==> config.mk <==
export PLATFORM = sky130hd
export DESIGN_NAME = safety_sensor_diag
export DESIGN_NICKNAME = d
export VERILOG_FILES = /design/src/shared/sensor_diag_pkg.sv /design/src/shared/flash_if.sv /design/src/rtl/safety_sensor_diag.sv /design/src/rtl/red_flasher.sv
export SDC_FILE = /design/constraint.sdc
export NUM_CORES = 1
export LEC_CHECK = 0
export BUFFER_PORTS_ARGS = -buffer_cell sky130_fd_sc_hd__buf_2
export CORE_UTILIZATION = 56
export DETAILED_ROUTE_END_ITERATION = 8
export PLACE_DENSITY = 0.75
export SYNTH_ARGS = -nofsm -noshare
export SYNTH_HDL_FRONTEND = slang
export SYNTH_SLANG_ARGS = --single-unit
==> constraint.sdc <==
create_clock -name clk -period 2.6 [get_ports clk]
set_clock_uncertainty 0.2 [all_clocks]
set_input_delay 0.39 -clock clk [delete_from_list [all_inputs] [get_ports clk]]
set_output_delay 0.39 -clock clk [all_outputs]
set_load 0.02 [all_outputs]
==> src/shared/sensor_diag_pkg.sv <==
// Constants, types and timing for the sensor diagnostics block.
// Assumes a 10 MHz system clock; all times are converted to cycles here.
// Behaviour
// - Ready, not actuated: green lamp, safety and diagnostic outputs low.
// - Actuator in range: yellow lamp, safety outputs on, diagnostic high.
// - Actuator near range edge: yellow flashes, safety outputs stay enabled.
// - Limit range pulses the diagnostic output at 2 Hz instead of steady high.
// - Fault with actuator in range shows steady red during analysis, then repeating red flash counts.
// - Flash count: 1 out A, 2 out B, 3 cross-wire, 4 overtemp, 5 coding.
// - Actuated with fault keeps safety outputs until fault persists one minute.
// - Warning lasting one minute becomes failure: steady red, outputs off.
// - Diagnostic output drops ten seconds after fault becomes active.
// - Diagnostic output signals fault before safety outputs are disabled.
package sensor_diag_pkg;
  localparam int unsigned CLK_HZ          = 10000000;
  // Times in their own units
  localparam int unsigned DIAG_DELAY_S    = 10;
  localparam int unsigned FAIL_DELAY_MIN  = 1;
  localparam int unsigned LIMIT_PULSE_HZ  = 2;
  localparam int unsigned FLASH_ON_MS     = 200;
  localparam int unsigned FLASH_GAP_MS    = 300;
  localparam int unsigned FLASH_PAUSE_MS  = 1500;
  localparam int unsigned YEL_BLINK_MS    = 250;
  localparam int unsigned SELFTEST_MS     = 1;
  localparam int unsigned SELFTEST_EVERY_MS = 1000;
  // Derived cycle counts
  localparam int unsigned DIAG_DELAY_CYC  = DIAG_DELAY_S * CLK_HZ;
  localparam int unsigned FAIL_DELAY_CYC  = FAIL_DELAY_MIN * 60 * CLK_HZ;
  localparam int unsigned LIMIT_HALF_CYC  = CLK_HZ / (2 * LIMIT_PULSE_HZ);
  localparam int unsigned FLASH_ON_CYC    = FLASH_ON_MS * (CLK_HZ / 1000);
  localparam int unsigned FLASH_GAP_CYC   = FLASH_GAP_MS * (CLK_HZ / 1000);
  localparam int unsigned FLASH_PAUSE_CYC = FLASH_PAUSE_MS * (CLK_HZ / 1000);
  localparam int unsigned YEL_BLINK_CYC   = YEL_BLINK_MS * (CLK_HZ / 1000);
  localparam int unsigned SELFTEST_CYC    = SELFTEST_MS * (CLK_HZ / 1000);
  localparam int unsigned SELFTEST_PER_CYC = SELFTEST_EVERY_MS * (CLK_HZ / 1000);
  localparam int unsigned CNT_W           = 32;

  // Fault classes, value equals the red flash count
  typedef enum logic [2:0] {
    FLT_NONE   = 3'h0,
    FLT_OUT_A  = 3'h1,
    FLT_OUT_B  = 3'h2,
    FLT_CROSS  = 3'h3,
    FLT_TEMP   = 3'h4,
    FLT_CODING = 3'h5
  } fault_t;

  // Sensor condition
  typedef enum logic [4:0] {
    ST_READY  = 5'h01,
    ST_ACT    = 5'h02,
    ST_LIMIT  = 5'h04,
    ST_WARN   = 5'h08,
    ST_FAIL   = 5'h10
  } cond_t;
endpackage

==> src/shared/flash_if.sv <==
// Request and answer between the condition tracker and the red flasher.
// Assumes both ends run on the one system clock.
`timescale 1ns/10ps
interface flash_if;
  import sensor_diag_pkg::*;
  logic   run;   // Flash sequence wanted
  fault_t code;  // Number of pulses per sequence
  logic   red;   // Red lamp state from the flasher
  modport ctrl (output run, output code, input red);
  modport gen  (input run, input code, output red);
endinterface

==> src/rtl/safety_sensor_diag.sv <==
// Condition tracker of a coded safety sensor: indicator lamps,
// diagnostic output and enables of the two safety outputs.
// Assumes actuator sensing and fault detection happen upstream and arrive
// as synchronous levels; the controller reads the outputs as levels.
`timescale 1ns/10ps
module safety_sensor_diag
  import sensor_diag_pkg::*;
#(
  parameter int unsigned DIAG_CYC  = DIAG_DELAY_CYC,  // Fault to diag off
  parameter int unsigned FAIL_CYC  = FAIL_DELAY_CYC,  // Fault to outputs off
  parameter int unsigned LIMIT_CYC = LIMIT_HALF_CYC,  // Half 2 Hz period
  parameter int unsigned TEST_PER  = SELFTEST_PER_CYC // Self-test period
)(
  input  wire logic   clk,          // System clock, 10 MHz
  input  wire logic   sys_rst,      // Synchronous reset, active high
  input  wire logic   act_present,  // Valid coded actuator in range
  input  wire logic   act_limit,    // Actuator near edge of range
  input  wire logic   chain_ok,     // Both upstream safety inputs high
  input  wire fault_t fault_code,   // Active fault class, FLT_NONE if none
  output logic        led_green,    // Green indicator
  output logic        led_yellow,   // Yellow indicator
  output logic        led_red,      // Red indicator
  output logic        diag_out,     // Non-safety diagnostic output
  output logic        safety_out_a, // Safety output channel A
  output logic        safety_out_b  // Safety output channel B
);
  flash_if fl();

  cond_t            st_r;
  cond_t            st_nxt;
  logic [CNT_W-1:0] flt_tmr_r;   // Time since fault became active
  logic [CNT_W-1:0] blink_tmr_r; // Free running blink base
  logic [CNT_W-1:0] lim_tmr_r;   // 2 Hz diagnostic pulse base
  logic [CNT_W-1:0] test_tmr_r;  // Self-test schedule
  logic             yel_ph_r;
  logic             lim_ph_r;
  logic             test_gap_r;
  fault_t           code_r;
  logic             led_green_r, led_yellow_r, led_red_r;
  logic             diag_r, sa_r, sb_r;

  // Saturating counter reached its limit
  function automatic logic reached(input logic [CNT_W-1:0] v,
                                   input int unsigned lim);
    reached = (v >= CNT_W'(lim));
  endfunction

  wire logic fault_act   = (fault_code != FLT_NONE);
  wire logic diag_expired = reached(flt_tmr_r, DIAG_CYC);
  wire logic fail_expired = reached(flt_tmr_r, FAIL_CYC);
  wire logic analysing   = fault_act && !diag_expired;

  // Condition transitions
  always_comb begin
    st_nxt = st_r;
    case (st_r)
      ST_READY, ST_ACT, ST_LIMIT: begin
        if (fault_act)
          st_nxt = act_present ? ST_WARN : ST_FAIL;
        else if (!act_present)
          st_nxt = ST_READY;
        else if (act_limit)
          st_nxt = ST_LIMIT;
        else
          st_nxt = ST_ACT;
      end
      ST_WARN: begin
        if (!fault_act)
          st_nxt = act_present ? ST_ACT : ST_READY;
        else if (fail_expired || !act_present)
          st_nxt = ST_FAIL;
      end
      ST_FAIL: begin
        // Failure clears only once the fault itself has gone
        if (!fault_act)
          st_nxt = ST_READY;
      end
      default: st_nxt = ST_READY;
    endcase
  end

  // Condition register and fault age; fault must be continuous
  always_ff @(posedge clk) begin
    if (sys_rst) begin
      st_r      <= ST_READY;
      flt_tmr_r <= '0;
      code_r    <= FLT_NONE;
    end else begin
      st_r <= st_nxt;
      if (!fault_act)
        flt_tmr_r <= '0;
      else if (!fail_expired)
        flt_tmr_r <= flt_tmr_r + 1'b1;
      if (fault_act)
        code_r <= fault_code;
    end
  end

  // Free running blink base for yellow flashing only; 2 Hz diagnostic pulsing has its own base below
  always_ff @(posedge clk) begin
    if (sys_rst) begin
      blink_tmr_r <= '0;
      yel_ph_r    <= 1'b1;
    end else if (reached(blink_tmr_r, YEL_BLINK_CYC - 1)) begin
      blink_tmr_r <= '0;
      yel_ph_r    <= !yel_ph_r;
    end else begin
      blink_tmr_r <= blink_tmr_r + 1'b1;
    end
  end

  // Restarted on leaving limit range so each pulse train starts high
  always_ff @(posedge clk) begin
    if (sys_rst || st_r != ST_LIMIT) begin
      lim_tmr_r <= '0;
      lim_ph_r  <= 1'b1;
    end else if (reached(lim_tmr_r, LIMIT_CYC - 1)) begin
      lim_tmr_r <= '0;
      lim_ph_r  <= !lim_ph_r;
    end else begin
      lim_tmr_r <= lim_tmr_r + 1'b1;
    end
  end

  // Internal self-test: short dropout of both outputs, well under 2 ms
  always_ff @(posedge clk) begin
    if (sys_rst) begin
      test_tmr_r <= '0;
      test_gap_r <= 1'b0;
    end else if (reached(test_tmr_r, TEST_PER - 1)) begin
      test_tmr_r <= '0;
      test_gap_r <= 1'b1;
    end else begin
      test_tmr_r <= test_tmr_r + 1'b1;
      if (reached(test_tmr_r, SELFTEST_CYC - 1))
        test_gap_r <= 1'b0;
    end
  end

  // Red flasher runs once analysis ends
  assign fl.run  = fault_act && diag_expired && (st_r == ST_WARN);
  assign fl.code = code_r;

  red_flasher u_flash (
    .clk     (clk),
    .sys_rst (sys_rst),
    .fl      (fl)
  );

  wire logic outs_on = chain_ok && !test_gap_r &&
                       (st_r == ST_ACT || st_r == ST_LIMIT ||
                        st_r == ST_WARN);
  wire logic red_nxt = (st_r == ST_FAIL) ||
                       (st_r == ST_WARN && (analysing || fl.red));
  // Diagnostic is off after 10 s of fault, before the one-minute shutdown
  wire logic diag_nxt = (st_r == ST_ACT) ||
                        (st_r == ST_LIMIT && lim_ph_r) ||
                        (fault_act && !diag_expired &&
                         st_r == ST_WARN);

  // Output flip-flops; diag is informational only and never gates safety
  always_ff @(posedge clk) begin
    if (sys_rst) begin
      led_green_r  <= 1'b0;
      led_yellow_r <= 1'b0;
      led_red_r    <= 1'b0;
      diag_r       <= 1'b0;
      sa_r         <= 1'b0;
      sb_r         <= 1'b0;
    end else begin
      led_green_r  <= (st_r == ST_READY);
      led_yellow_r <= (st_r == ST_ACT) ||
                      (st_r == ST_LIMIT && yel_ph_r);
      led_red_r    <= red_nxt;
      diag_r       <= diag_nxt;
      sa_r         <= outs_on;
      sb_r         <= outs_on;
    end
  end

  assign led_green    = led_green_r;
  assign led_yellow   = led_yellow_r;
  assign led_red      = led_red_r;
  assign diag_out     = diag_r;
  assign safety_out_a = sa_r;
  assign safety_out_b = sb_r;
endmodule

==> src/rtl/red_flasher.sv <==
// Red flash code generator: repeats N pulses then a long pause.
// Assumes code is stable while run is high.
`timescale 1ns/10ps
module red_flasher
  import sensor_diag_pkg::*;
(
  input  wire logic clk,     // System clock
  input  wire logic sys_rst, // Synchronous reset, active high
  flash_if.gen      fl       // Flash request and lamp
);
  typedef enum logic [2:0] {
    F_IDLE = 3'h1,
    F_ON   = 3'h2,
    F_OFF  = 3'h4
  } fstate_t;

  fstate_t          st_r;
  logic [CNT_W-1:0] tmr_r;
  logic [2:0]       cnt_r;

  wire logic tmr_done = (tmr_r == '0);
  wire logic last     = (cnt_r == 3'(fl.code) - 3'h1);

  // Pulse, gap and pause are separate constants so counts stay readable
  always_ff @(posedge clk) begin
    if (sys_rst || !fl.run) begin
      st_r  <= F_IDLE;
      tmr_r <= '0;
      cnt_r <= 3'h0;
    end else begin
      case (st_r)
        F_IDLE: begin
          st_r  <= F_ON;
          tmr_r <= CNT_W'(FLASH_ON_CYC - 1);
          cnt_r <= 3'h0;
        end
        F_ON: begin
          if (tmr_done) begin
            st_r  <= F_OFF;
            tmr_r <= last ? CNT_W'(FLASH_PAUSE_CYC - 1)
                          : CNT_W'(FLASH_GAP_CYC - 1);
          end else begin
            tmr_r <= tmr_r - 1'b1;
          end
        end
        F_OFF: begin
          if (tmr_done) begin
            st_r  <= F_ON;
            tmr_r <= CNT_W'(FLASH_ON_CYC - 1);
            cnt_r <= last ? 3'h0 : cnt_r + 3'h1;
          end else begin
            tmr_r <= tmr_r - 1'b1;
          end
        end
        default: st_r <= F_IDLE;
      endcase
    end
  end

  assign fl.red = (st_r == F_ON);
endmodule

# Word level (Yosys, flattened, before mapping)
# Index checks and enable logic that the tools add are counted.
# op_classes
add_sub_neg,7
order_cmp,6
eq_ne,14
muxes,21
bitwise,1
reduce_logical,38
# op_table
cell,count
"adder 32 x 1 -> 32 bit, second input constant",4
one-hot mux 32 bit (3 select lines),1
"greater-or-equal comparator 32 x 22 -> 1 bit, second input constant",2
two-way mux 32 bit,2
"greater-or-equal comparator 32 x 14 -> 1 bit, second input constant",1
"greater-or-equal comparator 32 x 24 -> 1 bit, second input constant",1
"greater-or-equal comparator 32 x 27 -> 1 bit, second input constant",1
"greater-or-equal comparator 32 x 30 -> 1 bit, second input constant",1
logical NOT 32 bit,1
"subtractor 32 x 1 -> 32 bit, second input constant",1
two-way mux 5 bit,5
two-way mux 24 bit,1
two-way mux 3 bit,6
one-hot mux 5 bit (3 select lines),1
logical OR 1 bit,10
logical AND 1 bit,9
one-hot mux 3 bit (3 select lines),1
OR reduction 2 bit,4
logical NOT 1 bit,6
one-hot mux 3 bit (2 select lines),1
AND reduction 2 bit,3
nonzero test 3 bit,2
"equality test 5 x 1 -> 1 bit, second input constant",1
"equality test 5 x 2 -> 1 bit, second input constant",1
18 further kinds,21
# word_totals
regBits,182
in_bits,8
output_inout_bits,6
elab_cells,104

# Logic depth before layout (Yosys ltp)
# depth
word_depth,6
ltp_mapped,8
depth_no_buf,8

# By module
# Synthesis repeated with hierarchy kept, for this count alone.
# unflattened
cells_unflattened,975
hier_area_um2,8445.6
# modules_own_cells
module,n_inst,cells_per_inst,area_each_um2,seq_area_each_um2
safety_sensor_diag,1,694,6148.4,2882.8
red_flasher,1,281,2297.2,760.7

# Least setup slack after synthesis
# OpenSTA, ideal clock, no wires.
# synth_path
path_kind,register -> register
start,reg flt_tmr_r[18]
end,reg flt_tmr_r[27]
setup_time_ps,71
t_arrival_ps,2395
required_ps,2329
path_slack_ps,-65
stages_incl_launch_ff,8
path_buffers,1
synth_period_minus_slack_ps,2665
path_cell_list,dfxtp_1 > or4_4 > a211oi_2 > nor2_1 > or4_4 > buf_6 > or4_1 > a21oi_1
# synth_between
elab_chain_len,1
word_cells_on_any_way,2
classes_between,add/sub (1); order compare (1)
# synth_lines
item,line,source
"start, declared",safety_sensor_diag.sv:31,logic [CNT_W-1:0] flt_tmr_r;
"start signal, assigned",safety_sensor_diag.sv:93,flt_tmr_r <= flt_tmr_r + 1'b1;
adder 32 x 1 -> 32 bit or greater-or-equal comparator 32 x 30 -> 1 bit (tied branches),"safety_sensor_diag.sv:93, safety_sensor_diag.sv:45",
# Parallel ways exist; a longest one is shown, timed or not.
# A chain may end at the register's enable or synchronous reset.

# Final worst setup path
# layout_path
start,reg flt_tmr_r[10]
end,reg flt_tmr_r[23]
# The elaborated chain is that of the path after synthesis.

==> metrics.yaml <==
drt:
  top_layer_used: "met4"
  wl_per_cell_um: 14.5
  drc: 0
  drtAntennaViolNets: 0
  met1_length_um: 8390
  wl_met3_um: 537
  first_iter_violations: 581
  dr_wl_met2_um: 8640
  drtPass1Iterations: 7
  vias: 7115
  drt-total-wl_um: 17900
  routed_via_density: 5.75
timing:
  tightest_slew_ps: 730
  fmax_ghz: 0.384
  layout_setup_ws_ps: -5.96
  min_period_over_period: 1.00
  maxSlewViolCount: 0
  fin_crit_ps: 2610
  finalSetupViolations: 1
  whs_ps: 8.54
  rsz0062_at_grt: "yes"
  hold_viol: 0
  maxSlewHeadroom: 0.512
critical_path:
  r2r_end: "flt_tmr_r[23]"
  crit_end: "flt_tmr_r[23]"
  cp_slowest_cell: "or4_4"
  r2r_cells: 7
  path_max_fanout: 6
  required_ps: 2770
  endpoint_kind: "flop"
  crit_type: "flop to flop"
  reg2reg_from: "flt_tmr_r[10]"
  path_cells: "a2111o_1 > a21oi_2 > nor3b_2 > buf_4 > or4_4 > or4_4 > a21oi_2"
  crit_path_start: "flt_tmr_r[10]"
  r2r_slack_ps: -6
  cp_data_arrival_time_ps: 2770
  max_stage_delay_ps: 580
  crit_path_start_kind: "flop"
yosys:
  synth.area.top_cells: "dfxtp_1 45%, nor2_1 7.2%, xnor2_1 5.3%, xor2_1 4.0%, a21oi_1 3.2%"
  synthFlopType: "dfxtp_1"
  yosys.cell_types.count: 62
  synth_top_cell_area_share: 0.450
  synth-edff-count: 0
  syn_area_per_cell_um2: 8.46
  synth_warnings: 0
  synth_async_sr_flop_share: 0
  ys_ff_latch: 182
  syn-cell-area_um2: 8090
  synth_largest_area_cell: "dfxtp_1"
  synthCells: 956
  ys_seq_area_frac: 0.450
floorplanning:
  dieArea_um2: 14900
  rows: 43
  die_h_um: 122
  die_w_um: 122
  ios: 14
  core_area_um2: 14000
  start_util: 0.578
placed_design:
  place_congestion: 0.856
  place_hpwl_um: 11700
  dp.cells: 1195
  io_buffers: 13
layout:
  antenna_cells: 0
  fillCellCount: 1136
  finish.net_count: 1062
  drive_gt1_frac: 0.129
  syn_to_final_growth_pct: 18.2
  fin_cells: 1238
  fin_util: 0.683
grt:
  grt_max_degree: 36
  antenna_found_initial: 0
  grt_usage: 0.247
  grt_pass1_wl_um: 29600
  grt_pass1_vias: 6559
  overflow: 0
clock_tree:
  clkTransAtPathRegs_ps: 70
  cts_tree: "built"
  cts_root_buffer: "clkbuf_16"
  clk-insertion-delay-late_ps: 440
  ctsLongestPathBuffers: 2
  cts_inserted_buffers: 17
  clock-sinks: 182
  cts-htree-levels: 4
power_and_ir_drop:
  pwr_density_cell_nw_per_um2: 581
  total_power_w: 0.00556
  leakagePower_nw: 3.48
  ir_worst_vdd_uv: 484
run_status:
  violations: "negative setup slack"
  status: "complete, but fails checks"
job:
  drv_cap: 0
worst_hold_path:
  hp-class: "input port to flop"
==> cells in the mapped netlist, types with 10 or more instances <==
master,number
dfxtp_1,182
nor2_1,155
nand2_1,68
a21oi_1,52
xnor2_1,49
nand3_1,48
nor3_1,38
xor2_1,37
o21ai_0,34
clkbuf_1,29
nor4_1,27
inv_1,26
nand4_1,23
and3_1,14
or3_1,14
nand2b_1,11
or4_1,10
==> how the worst min path moves through the flow <==
stage,start,endpoint,depth (start not counted)
finish,fault_code[1],code_r[1],3
global route,chain_ok,safety_out_b,2
CTS,chain_ok,safety_out_b,2
detailed placement,test_gap_r,safety_out_b,1
global placement,test_gap_r,safety_out_b,1
floorplan,test_gap_r,safety_out_b,1
==> per-stage QoR <==
| stage | setup slack [ps] | setup TNS, ps | area, um2 |
|---|---|---|---|
| 2_1_floorplan | -24.8 | -24.8 | 8190 |
| 3_3_place_gp | -63.4 | -63.4 | 8760 |
| 3_5_place_dp | -57.1 | -69.5 | 8760 |
| 4_1_cts | -29.7 | -46.2 | 9430 |
| 5_1_grt | -58.7 | -408 | 9560 |
| 6_report | -5.96 | -5.96 | 9560 |
==> area by class of cell <==
cell class	count	area, um2	area share
Timing Repair Buffer	75	581	0.0607
Multi-Input combinational cell	743	4420	0.462
Clock buffer	17	425	0.0445
Tap cell	180	225	0.0236
Inverter	26	97.6	0.0102
Clock inverter	15	163	0.0170
Sequential cell	182	3650	0.382
==> cells by family (layout without fill, tap and decap cells) <==
kind of cell | count (synthesis) | count (layout) | share of synthesized area
AO/OA/AOI/OAI | 165 | 165 | 0.132
XOR/XNOR | 86 | 86 | 0.0931
adder cells (fa/ha/maj) | 9 | 9 | 0.0139
buffers and inverters | 58 | 133 | 0.0283
flip-flops | 182 | 182 | 0.450
multiplexers | 1 | 1 | 0.00124
other | 1 | 28 | 0.000464
AND/OR/NAND/NOR | 454 | 454 | 0.280
==> critical path, delay by kind of cell, from the launching register on <==
kind | cells | cell delay, ps
AO/OA/AOI/OAI | 3 | 760
buffers and inverters | 1 | 160
flip-flops | 1 | 320
AND/OR/NAND/NOR | 3 | 1090
==> state kept, by name, indices dropped and copies added (netlist names) <==
signal         count
lim_tmr_r         32
blink_tmr_r       32
u_flash.st_r       3
safety_out_b       1
yel_ph_r           1
lim_ph_r           1
flt_tmr_r         32
u_flash.cnt_r      3
led_green          1
st_r               5
led_yellow         1
led_red            1
diag_out           1
code_r             3
test_tmr_r        32
test_gap_r         1
u_flash.tmr_r     32
==> per-layer routing <==
metal | vias to the layer above | global-route usage
met5 | - | 0
met4 | 0 | 0.0991
met3 | 32 | 0.0449
met2 | 122 | 0.410
met1 | 3384 | 0.316
li1 | 3577 | -
==> report_power, final <==
part           internal [W]  switching [W]
clock network       0.00136        0.00119
logic             0.0000616      0.0000877
registers           0.00283      0.0000299
total               0.00425        0.00131
==> layout by cell type, fill, tap and decap left out, types with 6 or more instances in the layout <==
| cell | n |
|---|---|
| inv_1 | 26 |
| nor3_1 | 38 |
| nand3_1 | 48 |
| conb_1 | 28 |
| nand2b_1 | 11 |
| o21ai_0 | 33 |
| xor2_1 | 37 |
| clkbuf_16 | 18 |
| xnor2_1 | 49 |
| buf_2 | 14 |
| nor4_1 | 26 |
| nand2_1 | 68 |
| a21oi_1 | 49 |
| nor2_1 | 152 |
| or3_1 | 13 |
| or4_1 | 7 |
| a211o_1 | 6 |
| a31oi_1 | 6 |
| and3_1 | 14 |
| dfxtp_1 | 179 |
| nand4_1 | 23 |
| ha_1 | 9 |
| buf_4 | 55 |
| o31ai_1 | 6 |
| and2_1 | 7 |
| o211ai_1 | 8 |
==> repair_timing <==
item	in CTS	in global routing
gates resized for setup	9	20
pin swaps	6	10
buffers inserted	5	5
setup endpoints to repair	5	42
gates cloned	0	1
endpoints found under the hold margin	2	0
hold buffers	1	0
No activity file was read; power rests on OpenSTA's default activity.
